--- config.mk ---
export PLATFORM = sky130hd
export DESIGN_NAME = dzs_datapath
export DESIGN_NICKNAME = d
export VERILOG_FILES = /design/src/dzs_pkg.sv /design/src/dzs_bin2bcd.sv /design/src/dzs_datapath.sv
export SDC_FILE = /design/constraint.sdc
export NUM_CORES = 2
export LEC_CHECK = 0
export BUFFER_PORTS_ARGS = -buffer_cell sky130_fd_sc_hd__buf_2
export CORE_ASPECT_RATIO = 0.75
export CORE_MARGIN = 8
export CORE_UTILIZATION = 60
export CTS_BUF_LIST = sky130_fd_sc_hd__clkbuf_2 sky130_fd_sc_hd__clkbuf_4 sky130_fd_sc_hd__clkbuf_8
export DETAILED_ROUTE_END_ITERATION = 8
export PLACE_DENSITY = 0.72
export SLEW_MARGIN = 20
export SYNTH_ARGS = -nofsm -noshare
export SYNTH_HDL_FRONTEND = slang
export SYNTH_SLANG_ARGS = --single-unit
--- constraint.sdc ---
create_clock -name core_clk -period 18.1 [get_ports core_clk]
set_input_delay 0.905 -clock core_clk [delete_from_list [all_inputs] [get_ports core_clk]]
set_output_delay 0.905 -clock core_clk [all_outputs]
set_load 0.03 [all_outputs]
--- src/dzs_pkg.sv ---
package dzs_pkg;

  localparam int unsigned DZS_AW = 4;
  localparam int unsigned DZS_DW = 16;

  ////////////////////////////////////////////////////////////////////////////
  // Register word offsets
  localparam logic [3:0] ADDR_CTRL      = 4'h0;
  localparam logic [3:0] ADDR_SRC       = 4'h1;
  localparam logic [3:0] ADDR_BIAS_NEG  = 4'h2;
  localparam logic [3:0] ADDR_BIAS_POS  = 4'h3;
  localparam logic [3:0] ADDR_RES_PT_A  = 4'h4;
  localparam logic [3:0] ADDR_SRC_PT_A  = 4'h5;
  localparam logic [3:0] ADDR_RES_PT_B  = 4'h6;
  localparam logic [3:0] ADDR_SRC_PT_B  = 4'h7;
  localparam logic [3:0] ADDR_RESULT    = 4'h8;
  localparam logic [3:0] ADDR_FLAGS     = 4'h9;
  localparam logic [3:0] ADDR_IRQ_STAT  = 4'hA;
  localparam logic [3:0] ADDR_IRQ_MASK  = 4'hB;

  ////////////////////////////////////////////////////////////////////////////
  // Field positions
  localparam int unsigned CTRL_EXEC_BIT = 0;
  localparam int unsigned CTRL_EDGE_BIT = 1;
  localparam int unsigned CTRL_OP_BIT   = 2;
  localparam int unsigned CTRL_BUSY_BIT = 3;
  localparam int unsigned IRQ_DONE_BIT  = 0;
  localparam int unsigned IRQ_ERR_BIT   = 1;

  // Parameter block index, first word first
  localparam logic [1:0] PAR_RES_A = 2'h0;
  localparam logic [1:0] PAR_SRC_A = 2'h1;
  localparam logic [1:0] PAR_RES_B = 2'h2;
  localparam logic [1:0] PAR_SRC_B = 2'h3;

  ////////////////////////////////////////////////////////////////////////////
  // Reset values and arithmetic constants
  localparam logic [15:0] WORD_RST   = 16'h0000;
  localparam logic [1:0]  IRQ_RST    = 2'h0;
  localparam logic [13:0] DEC_MAX    = 14'h270F;
  localparam logic [4:0]  DIV_LAST   = 5'h1F;
  localparam logic [3:0]  DIGIT_MAX  = 4'h9;

  typedef enum logic [1:0] {
    DZS_IDLE = 2'b00,
    DZS_DIV  = 2'b01,
    DZS_FIN  = 2'b11
  } dzs_state_e;

  typedef enum logic {
    DZS_OP_ZONE  = 1'b0,
    DZS_OP_SCALE = 1'b1
  } dzs_op_e;

  typedef struct packed {
    dzs_op_e op;
    logic    edge_mode;
    logic    exec;
  } dzs_ctrl_s;

  typedef struct packed {
    logic er;
    logic gt;
    logic eq;
    logic lt;
    logic neg;
  } dzs_flags_s;

  typedef struct packed {
    logic [3:0]  addr;
    logic [15:0] wdata;
    logic        wr;
    logic        rd;
  } dzs_bus_s;

  localparam dzs_ctrl_s  CTRL_RST  = '{op: DZS_OP_ZONE, edge_mode: 1'b0, exec: 1'b0};
  localparam dzs_flags_s FLAGS_RST = '{er: 1'b0, gt: 1'b0, eq: 1'b0, lt: 1'b0, neg: 1'b0};

endpackage

--- src/dzs_bin2bcd.sv ---
`timescale 1ns/10ps
module dzs_bin2bcd import dzs_pkg::*; (
  input  wire logic [13:0] bin,
  output logic      [15:0] bcd
);

  logic [29:0] sh;

  // Shift-and-add-three; 9999 fits in four digits so no overflow digit
  always_comb begin
    sh = {16'h0000, bin};
    for (int i = 0; i < 14; i++) begin
      for (int d = 0; d < 4; d++) begin
        if (sh[14 + 4 * d +: 4] > 4'h4) begin
          sh[14 + 4 * d +: 4] = sh[14 + 4 * d +: 4] + 4'h3;
        end
      end
      sh = {sh[28:0], 1'b0};
    end
    bcd = sh[29:14];
  end

endmodule

--- src/dzs_datapath.sv ---
// Local design decisions: the strobed register port and the placing of the registers.
`timescale 1ns/10ps
module dzs_datapath import dzs_pkg::*; (
  input  wire logic     core_clk,
  input  wire logic     rst_n,
  input  wire dzs_bus_s bus,
  output logic [15:0]   rdata,
  output logic          irq
);

  ////////////////////////////////////////////////////////////////////////////
  // Helpers

  function automatic logic is_bcd(input logic [15:0] w);
    is_bcd = (w[15:12] <= DIGIT_MAX) && (w[11:8] <= DIGIT_MAX) &&
             (w[7:4] <= DIGIT_MAX) && (w[3:0] <= DIGIT_MAX);
  endfunction

  function automatic logic [13:0] bcd_to_bin(input logic [15:0] w);
    bcd_to_bin = 14'(w[15:12]) * 14'h03E8 + 14'(w[11:8]) * 14'h0064 +
                 14'(w[7:4]) * 14'h000A + 14'(w[3:0]);
  endfunction

  ////////////////////////////////////////////////////////////////////////////
  // Registers

  dzs_ctrl_s   ctrl_r;
  logic [15:0] src_r;
  logic [15:0] bias_neg_r;
  logic [15:0] bias_pos_r;
  logic [15:0] par_r [4];
  logic [15:0] result_r;
  dzs_flags_s  flags_r;
  logic [1:0]  irq_stat_r;
  logic [1:0]  irq_mask_r;
  logic [15:0] rdata_r;

  dzs_state_e  state_r;
  logic        exec_d_r;
  logic        pend_r;
  logic [31:0] dvd_r;
  logic [18:0] rem_r;
  logic [17:0] dvs_r;
  logic [4:0]  cnt_r;
  logic        qneg_r;
  logic [13:0] br_hold_r;

  logic        wr_ctrl;
  logic        wr_stat;
  logic        exec_rise;
  logic        start;
  logic        ev_done;
  logic        ev_err;

  assign wr_ctrl = bus.wr && (bus.addr == ADDR_CTRL);
  assign wr_stat = bus.wr && (bus.addr == ADDR_IRQ_STAT);

  ////////////////////////////////////////////////////////////////////////////
  // Software-written operand and control words

  always_ff @(posedge core_clk or negedge rst_n) begin
    if (!rst_n) begin
      ctrl_r     <= CTRL_RST;
      src_r      <= WORD_RST;
      bias_neg_r <= WORD_RST;
      bias_pos_r <= WORD_RST;
      irq_mask_r <= IRQ_RST;
      for (int i = 0; i < 4; i++) begin
        par_r[i] <= WORD_RST;
      end
    end else if (bus.wr) begin
      case (bus.addr)
        ADDR_CTRL: begin
          ctrl_r.exec      <= bus.wdata[CTRL_EXEC_BIT];
          ctrl_r.edge_mode <= bus.wdata[CTRL_EDGE_BIT];
          ctrl_r.op        <= dzs_op_e'(bus.wdata[CTRL_OP_BIT]);
        end
        ADDR_SRC:      src_r      <= bus.wdata;
        ADDR_BIAS_NEG: bias_neg_r <= bus.wdata;
        ADDR_BIAS_POS: bias_pos_r <= bus.wdata;
        ADDR_RES_PT_A, ADDR_SRC_PT_A, ADDR_RES_PT_B, ADDR_SRC_PT_B: begin
          par_r[bus.addr[1:0]] <= bus.wdata;
        end
        ADDR_IRQ_MASK: irq_mask_r <= bus.wdata[1:0];
        default: begin
        end
      endcase
    end
  end

  ////////////////////////////////////////////////////////////////////////////
  // Execution condition: level runs every idle cycle, edge mode runs once.
  // A rise seen while a scaling run is busy is held so it is not lost.

  assign exec_rise = ctrl_r.exec && !exec_d_r;
  assign start     = (state_r == DZS_IDLE) &&
                     (ctrl_r.edge_mode ? (pend_r || exec_rise) : ctrl_r.exec);

  always_ff @(posedge core_clk or negedge rst_n) begin
    if (!rst_n) begin
      exec_d_r <= 1'b0;
      pend_r   <= 1'b0;
    end else begin
      exec_d_r <= ctrl_r.exec;
      pend_r   <= ctrl_r.edge_mode && (pend_r || exec_rise) && !start;
    end
  end

  ////////////////////////////////////////////////////////////////////////////
  // Dead-zone arithmetic, one cycle

  logic        src_neg;
  logic        src_zero;
  logic [15:0] dz_res;

  assign src_neg  = src_r[15];
  assign src_zero = (src_r == 16'h0000);

  always_comb begin
    if (src_zero) begin
      dz_res = 16'h0000;
    end else if (src_neg) begin
      dz_res = src_r + bias_neg_r;
    end else begin
      dz_res = src_r + bias_pos_r;
    end
  end

  ////////////////////////////////////////////////////////////////////////////
  // Scaling setup: R = Br - (Br - Ar) * (Bs - S) / (Bs - As)

  logic [13:0]        ar_bin;
  logic [13:0]        br_bin;
  logic               scl_err;
  logic signed [15:0] dy;
  logic signed [16:0] dx;
  logic signed [16:0] ds;
  logic signed [32:0] prod;
  logic [31:0]        prod_mag;
  logic [16:0]        dx_mag;

  assign ar_bin  = bcd_to_bin(par_r[PAR_RES_A]);
  assign br_bin  = bcd_to_bin(par_r[PAR_RES_B]);
  assign scl_err = !is_bcd(par_r[PAR_RES_A]) || !is_bcd(par_r[PAR_RES_B]) ||
                   (par_r[PAR_SRC_A] == par_r[PAR_SRC_B]);
  // Both differences are signed so a reversed pair gives a falling line
  assign dy   = signed'({2'b00, br_bin}) - signed'({2'b00, ar_bin});
  assign dx   = signed'({1'b0, par_r[PAR_SRC_B]}) - signed'({1'b0, par_r[PAR_SRC_A]});
  assign ds   = signed'({1'b0, par_r[PAR_SRC_B]}) - signed'({1'b0, src_r});
  // Widen both factors first so the product is never formed at operand width
  assign prod = 33'(dy) * 33'(ds);
  assign prod_mag = prod[32] ? 32'(-prod) : prod[31:0];
  assign dx_mag   = dx[16] ? 17'(-dx) : 17'(dx);

  ////////////////////////////////////////////////////////////////////////////
  // Restoring divider. Dividend 2|n|+|d| over 2|d| rounds half away from
  // zero; costs 32 cycles instead of a large combinational divider.

  logic [18:0] trial;
  logic        qbit;

  assign trial = {rem_r[17:0], dvd_r[31]};
  assign qbit  = (trial >= {1'b0, dvs_r});

  always_ff @(posedge core_clk or negedge rst_n) begin
    if (!rst_n) begin
      state_r   <= DZS_IDLE;
      dvd_r     <= 32'h0000_0000;
      rem_r     <= 19'h0_0000;
      dvs_r     <= 18'h0_0000;
      cnt_r     <= 5'h00;
      qneg_r    <= 1'b0;
      br_hold_r <= 14'h0000;
    end else begin
      case (state_r)
        DZS_IDLE: begin
          if (start && (ctrl_r.op == DZS_OP_SCALE) && !scl_err) begin
            dvd_r     <= {prod_mag[30:0], 1'b0} + {15'h0000, dx_mag};
            dvs_r     <= {dx_mag, 1'b0};
            rem_r     <= 19'h0_0000;
            cnt_r     <= DIV_LAST;
            qneg_r    <= prod[32] ^ dx[16];
            br_hold_r <= br_bin;
            state_r   <= DZS_DIV;
          end
        end
        DZS_DIV: begin
          rem_r <= qbit ? (trial - {1'b0, dvs_r}) : trial;
          dvd_r <= {dvd_r[30:0], qbit};
          cnt_r <= cnt_r - 5'h01;
          if (cnt_r == 5'h00) begin
            state_r <= DZS_FIN;
          end
        end
        DZS_FIN: begin
          state_r <= DZS_IDLE;
        end
        default: begin
          state_r <= DZS_IDLE;
        end
      endcase
    end
  end

  ////////////////////////////////////////////////////////////////////////////
  // Final subtraction, clamp and BCD conversion

  logic signed [33:0] r_full;
  logic [13:0]        r_clamp;
  logic [15:0]        r_bcd;

  assign r_full = qneg_r ? (signed'({20'h0_0000, br_hold_r}) + signed'({2'b00, dvd_r}))
                         : (signed'({20'h0_0000, br_hold_r}) - signed'({2'b00, dvd_r}));

  always_comb begin
    if (r_full < 0) begin
      r_clamp = 14'h0000;
    end else if (r_full > signed'({20'h0_0000, DEC_MAX})) begin
      r_clamp = DEC_MAX;
    end else begin
      r_clamp = r_full[13:0];
    end
  end

  dzs_bin2bcd u_bin2bcd (
    .bin (r_clamp),
    .bcd (r_bcd)
  );

  ////////////////////////////////////////////////////////////////////////////
  // Result word and condition flags

  assign ev_done = (start && (ctrl_r.op == DZS_OP_ZONE)) || (state_r == DZS_FIN);
  assign ev_err  = start && (ctrl_r.op == DZS_OP_SCALE) && scl_err;

  always_ff @(posedge core_clk or negedge rst_n) begin
    if (!rst_n) begin
      result_r <= WORD_RST;
      flags_r  <= FLAGS_RST;
    end else if (start && (ctrl_r.op == DZS_OP_ZONE)) begin
      result_r    <= dz_res;
      flags_r.er  <= 1'b0;
      flags_r.lt  <= src_neg;
      flags_r.gt  <= !src_neg && !src_zero;
      flags_r.eq  <= (dz_res == 16'h0000);
      flags_r.neg <= dz_res[15];
    end else if (ev_err) begin
      // Result word is left untouched when the parameters are unusable
      flags_r.er <= 1'b1;
    end else if (state_r == DZS_FIN) begin
      result_r   <= r_bcd;
      flags_r.er <= 1'b0;
      flags_r.eq <= (r_clamp == 14'h0000);
    end
  end

  ////////////////////////////////////////////////////////////////////////////
  // Interrupt status: write one to clear, a new event wins over the clear

  always_ff @(posedge core_clk or negedge rst_n) begin
    if (!rst_n) begin
      irq_stat_r <= IRQ_RST;
    end else begin
      irq_stat_r[IRQ_DONE_BIT] <= ev_done ||
        (irq_stat_r[IRQ_DONE_BIT] && !(wr_stat && bus.wdata[IRQ_DONE_BIT]));
      irq_stat_r[IRQ_ERR_BIT]  <= ev_err ||
        (irq_stat_r[IRQ_ERR_BIT] && !(wr_stat && bus.wdata[IRQ_ERR_BIT]));
    end
  end

  assign irq = |(irq_stat_r & irq_mask_r);

  ////////////////////////////////////////////////////////////////////////////
  // Read port: data valid only in the cycle after the strobe

  always_ff @(posedge core_clk or negedge rst_n) begin
    if (!rst_n) begin
      rdata_r <= WORD_RST;
    end else if (!bus.rd) begin
      rdata_r <= WORD_RST;
    end else begin
      case (bus.addr)
        ADDR_CTRL:     rdata_r <= {12'h000, (state_r != DZS_IDLE), ctrl_r};
        ADDR_SRC:      rdata_r <= src_r;
        ADDR_BIAS_NEG: rdata_r <= bias_neg_r;
        ADDR_BIAS_POS: rdata_r <= bias_pos_r;
        ADDR_RES_PT_A, ADDR_SRC_PT_A, ADDR_RES_PT_B, ADDR_SRC_PT_B: begin
          rdata_r <= par_r[bus.addr[1:0]];
        end
        ADDR_RESULT:   rdata_r <= result_r;
        ADDR_FLAGS:    rdata_r <= {11'h000, flags_r};
        ADDR_IRQ_STAT: rdata_r <= {14'h0000, irq_stat_r};
        ADDR_IRQ_MASK: rdata_r <= {14'h0000, irq_mask_r};
        default:       rdata_r <= WORD_RST;
      endcase
    end
  end

  assign rdata = rdata_r;

endmodule

-- Yosys cells after proc, flatten, opt, wreduce, memory -nomap -nowiden
Index checks and enable logic that the tools add are counted.
- output and inout port bits: 17
- register bits: 247
- word-level logic and storage cells: 258
- input port bits: 24
- $mul: 7
- reductions and logical operators: 58
- equality and inequality tests: 17
- magnitude comparators: 39
- multiplexer cells: 61
- bitwise gates (word level): 4
- add/sub/neg operators: 44
- operator list (operator ; count):
    $mux 16 ; 9
    $pmux 16 s9 ; 1
    $mux 4 ; 24
    $gt 4x3->1 const B ; 22
    $add 4x2->4 const B ; 21
    $bwmux 64 ; 1
    $pmux 32 s2 ; 1
    $mux 18 ; 2
    $pmux 18 s2 ; 1
    $gt 34x15->1 const B ; 1
    $lt 34x1->1 const B ; 1
    $mux 34 ; 1
    $sub 16x16->17 ; 2
    $add 14x32->33 ; 1
    $sub 14x32->33 ; 1
    $add 16x16->16 ; 2
    $add 32x17->32 ; 1
    $bmux 16 s2 ; 1
    $demux 16 s2 ; 1
    $le 4x4->1 const B ; 8
    $logic_not 16->1 ; 2
    $mul 15x17->32 ; 1
    $mux 32 ; 1
    $mux 31 ; 1
    other kinds (50) ; 123

-- Longest topological paths before layout
- word-level depth: 30
- depth in mapped cells: 83
- mapped depth without buffers: 79

-- Modules after synthesis
A second synthesis with hierarchy kept.
- cell total of the unflattened synthesis: 4132
- area total of the unflattened synthesis: 35740.5 um2
- by module, submodules not included (module ; seq. area each (um2) ; cells an instance ; instances ; area an instance (um2)):
    dzs_datapath ; 6180.9 ; 3632 ; 1 ; 32172.1
    dzs_bin2bcd ; 0.0 ; 500 ; 1 ; 3568.4

-- Least setup slack after synthesis
Ideal clock, no wire load.
- kind: flip-flop to flip-flop
- from: register dvd_r[4]
- to: register result_r[2]
- path slack: 1.675 ns
- library setup time: 0.087 ns
- arrival: 16.337 ns
- cell stages (with the launch flop): 82
- path buffers: 5
- required time: 18.013 ns
- clock period less this slack: 16.425 ns
- cell sequence: dfrtp_1 > inv_1 > ha_1 > buf_2 > o211ai_1 > a21oi_2 > o21ai_1 > o41ai_2 > a31oi_1 > mux2_4 > nand4bb_1 > or4b_1 > or3_1 > nor3_1 > nand2b_1 > ha_1 > inv_1 > ha_1 > [46 not listed] > ha_1 > o31ai_2 > xor2_1 > ha_1 > inv_1 > or3_1 > nand2_1 > xnor2_1 > ha_1 > a21oi_1 > nor2_1 > xnor2_1 > ha_1 > nor2_1 > nand4b_1 > o311a_1 > mux2_1 > a22oi_1
- word-level cells in the longest chain between the ends: 30
- elaborated cells between the ends (all ways): 43
- classes of those cells: add/sub: 13; order compare: 13; mux: 17
- ends and longest elaborated chain (item ; RTL line ; text):
    start: declaration ; dzs_datapath.sv:41 ; logic [31:0] dvd_r;
    start signal: assignment ; dzs_datapath.sv:178 ; dvd_r <= {prod_mag[30:0], 1'b0} + {15'h0000, dx_mag};
    start signal: assignment ; dzs_datapath.sv:189 ; dvd_r <= {dvd_r[30:0], qbit};
    $sub 14x32->33 or $add 14x32->33 (tied branches) ; dzs_datapath.sv:213, dzs_datapath.sv:212 ;
    $mux 34 * ; dzs_datapath.sv:212 ; assign r_full = qneg_r ? (signed'({20'h0_0000, br_hold_r}) + signed'({2'b00, dvd_r}))
    $gt 34x15->1 ; dzs_datapath.sv:218 ; end else if (r_full > signed'({20'h0_0000, DEC_MAX})) begin
    $mux 14 ; dzs_datapath.sv:218 ;
    $mux 14 * ; dzs_datapath.sv:216 ; if (r_full < 0) begin
    $add 3x2->4 or $gt 3x3->1 (tied branches) ; dzs_bin2bcd.sv:15, dzs_bin2bcd.sv:14 ;
    $mux 4 ; dzs_bin2bcd.sv:14 ; if (sh[14 + 4 * d +: 4] > 4'h4) begin
    $add 4x2->4 or $gt 4x3->1 (tied branches) ; dzs_bin2bcd.sv:15, dzs_bin2bcd.sv:14 ;
    [14 not listed] ; -- ;
    $mux 4 ; dzs_bin2bcd.sv:14 ;
    $gt 4x3->1 or $add 4x2->4 (tied branches) ; dzs_bin2bcd.sv:14, dzs_bin2bcd.sv:15 ;
    $mux 4 ; dzs_bin2bcd.sv:14 ;
    $add 4x2->4 or $gt 4x3->1 (tied branches) ; dzs_bin2bcd.sv:15, dzs_bin2bcd.sv:14 ;
    $mux 4 * ; dzs_bin2bcd.sv:14 ;
    $mux 16 * ; dzs_datapath.sv:250 ; end else if (state_r == DZS_FIN) begin
    $mux 16 * ; dzs_datapath.sv:247 ; end else if (ev_err) begin
    $mux 16 * ; dzs_datapath.sv:240 ; end else if (start && (ctrl_r.op == DZS_OP_ZONE)) begin
    end signal: assignment ; dzs_datapath.sv:241 ; result_r <= dz_res;
    end signal: assignment ; dzs_datapath.sv:251 ; result_r <= r_bcd;
    end: declaration ; dzs_datapath.sv:32 ; logic [15:0] result_r;
Mark *: on every way between the ends. The rest lies on a longest branch, timed or not. The select of a mux whose other input is x is not followed.
A chain may end at the register's enable or synchronous reset.

-- Worst setup path in the final report
- from: register dvd_r[9]
- to: register result_r[2]
Same word-level chain as after synthesis.

==> results_dict.tcl <==
set metrics [dict create \
    grt_max_degree 96 \
    ys_seq_elements 247 \
    tightest_slew_ns 1.24 \
    hold_path_class "input pin to async pin" \
    wl_per_cell_um 19.4 \
    insertion_delay_ns 0.62 \
    syn_inst 3969 \
    design.die.area_um2 65800 \
    endpoint_kind "register" \
    arrival_ns 17.43 \
    multi_input_area_um2 26000 \
    critical_path_required_ns 18.61 \
    floorplan.initialDensity_pct 60.6 \
    finalClockSkew_ns 0.0473 \
    synth.distinct_cells 120 \
    critPathMaxFanout 12 \
    syn2layout_area_growth_pct 6.19 \
    grt_pass1_wl_um 149000 \
    finalCritPeriodShare_pct 93.5 \
    yosysTopAreaCellShare_pct 17.8 \
    wirelength_um 93000 \
    clkSlewWorstSetupHoldPaths_ns 0.06 \
    drive_above_1_share_pct 10.4 \
    synth_async_sr_flop_share_pct 100 \
    yosysMostFrequentCell "inv_1" \
    postPlaceCellArea_um2 35700 \
    synth-edff-count 0 \
    die_w_um 294 \
    final_net_count 4663 \
    timing.max_cap.violations 0 \
    grt_pass1_vias 27300 \
    htreeDepth 2 \
    cts_root_buf "clkbuf_8" \
    seq_area_um2 6180 \
    slew_headroom_pct 17.1 \
    hold_viol_final 0 \
    cts_sinks 247 \
    ys_warn_count 0 \
    die_y_um 224 \
    grt_usage_pct 28.0 \
    fin_hold_ws_ns 0.318 \
    start_kind "register" \
    synth_top_area_cell "dfrtp_1" \
    worstSetupPathType "register to register" \
    cts_tree "yes" \
    io_pins 41 \
    dp_hpwl_um 74500 \
    design_area_um2 36800 \
    drt_iter0_markers 2711 \
    viasPerCell 5.95 \
    setup_viol 0 \
    antenna_found_initial 4 \
    overflow 0 \
    critPathMaxStageDelay_ns 0.50 \
    drc 0 \
    core_area_um2 57200 \
    ant_nets 0 \
    fillCellCount 4988 \
    seq_area_frac_synth_pct 17.8 \
    fin_crit_ns 16.92 \
    hold_buffers 0 \
    outcome "finished clean" \
    dr_total_vias 28500 \
    numCtsBuffers 43 \
    cpMaxStageDelayCell "or4b_1" \
    slew_viol_final 0 \
    synth_common_cells "inv_1, nand2_1, ha_1" \
    synth_area_um2 34700 \
    fmax_mhz 59.1 \
    num_rows 76 \
    synth.area.top_cells "dfrtp_1, fa_1, ha_1" \
    place.gp.congestion 0.957 \
    synthFlopType "dfrtp_1" \
    cts_buffer_depth 3 \
    avgSynthCellArea_um2 8.74 \
    io_buffers 40 \
    drtPass1Iterations 6 \
]
-- metal layers --
| layer | up-vias | global-route usage (%) | part of all wire, % |
|---|---|---|---|
| met4 | 8 | 6.32 | 2.0 |
| met1 | 13700 | 40.9 | 45 |
| met3 | 147 | 7.01 | 10 |
| met5 | - | 0 | 0.056 |
| li1 | 13600 | - | - |
| met2 | 1111 | 41.7 | 43 |
-- state kept, by name, indices dropped and copies added (netlist names), 17 cells and up --
signal	flops
rem_r	18
dvd_r	32
dvs_r	17
par_r	64
-- cell type report --
cell class	count	area share [%]
well taps	780	2.65
diodes	1	0.00680
clock inverters	11	0.469
clock buffers	64	2.15
repair buffers	91	1.62
multi-input cells	3050	70.7
flip-flops and latches	247	16.8
inverters	549	5.60
-- metrics by stage --
step	utilization [%]	setup WS (ns)	setup TNS, ns	std cells
5_1_grt	64.3	-0.0216	-0.0216	4793
2_1_floorplan	-	1.68	0	3974
3_5_place_dp	62.3	0.254	0	4711
6_report	64.3	1.18	0	4793
3_3_place_gp	62.3	0.643	0	4711
4_1_cts	64.0	0.129	0	4786
-- worst paths after layout --
path	startpoint	to	slack (ns)	cells after the start
setup reg to reg	dvd_r[9]	result_r[2]	1.18	76
min in group core_clk	cnt_r[3]	cnt_r[3]	0.48	1
hold reg to reg	cnt_r[3]	cnt_r[3]	0.48	1
max in group asynchronous	rst_n	bias_neg_r[13]	15.66	3
hold / removal	rst_n	dvs_r[12]	0.32	1
setup / recovery	dvd_r[9]	result_r[2]	1.18	76
-- logic make-up after synthesis --
kind of cell	share of synthesized area [%]
xor+xnor	6.56
compound gates	16.8
simple gates	14.9
fa+ha+maj	30.0
flops	17.8
mux	6.22
other cells	0.0108
buf+inv	7.71
-- critical path, delay by kind of cell, from the launching register on --
kind	cells	cell delay (ns)
flops	1	0.38
mux	2	0.64
buf+inv	9	0.93
compound gates	24	5.33
xor+xnor	7	1.28
simple gates	21	4.76
fa+ha+maj	13	3.53
-- cell usage in the layout (no fill, tap or decap), types with 119 or more instances in the layout --
master	n
nand2_1	396
mux2_2	119
a21oi_1	210
o21ai_0	210
dfrtp_1	247
nor2_1	239
xnor2_1	179
fa_1	290
inv_1	544
ha_1	359
-- repair_timing --
item,4_1_cts,5_1_grt
hold endpoints to repair,0,0
gates resized for setup,0,27
buffers inserted,0,6
setup endpoints to repair,0,14
Power is left out: the tool's default activity adds up to more than one toggle a clock period on the data nets, which glitch-free logic cannot reach.
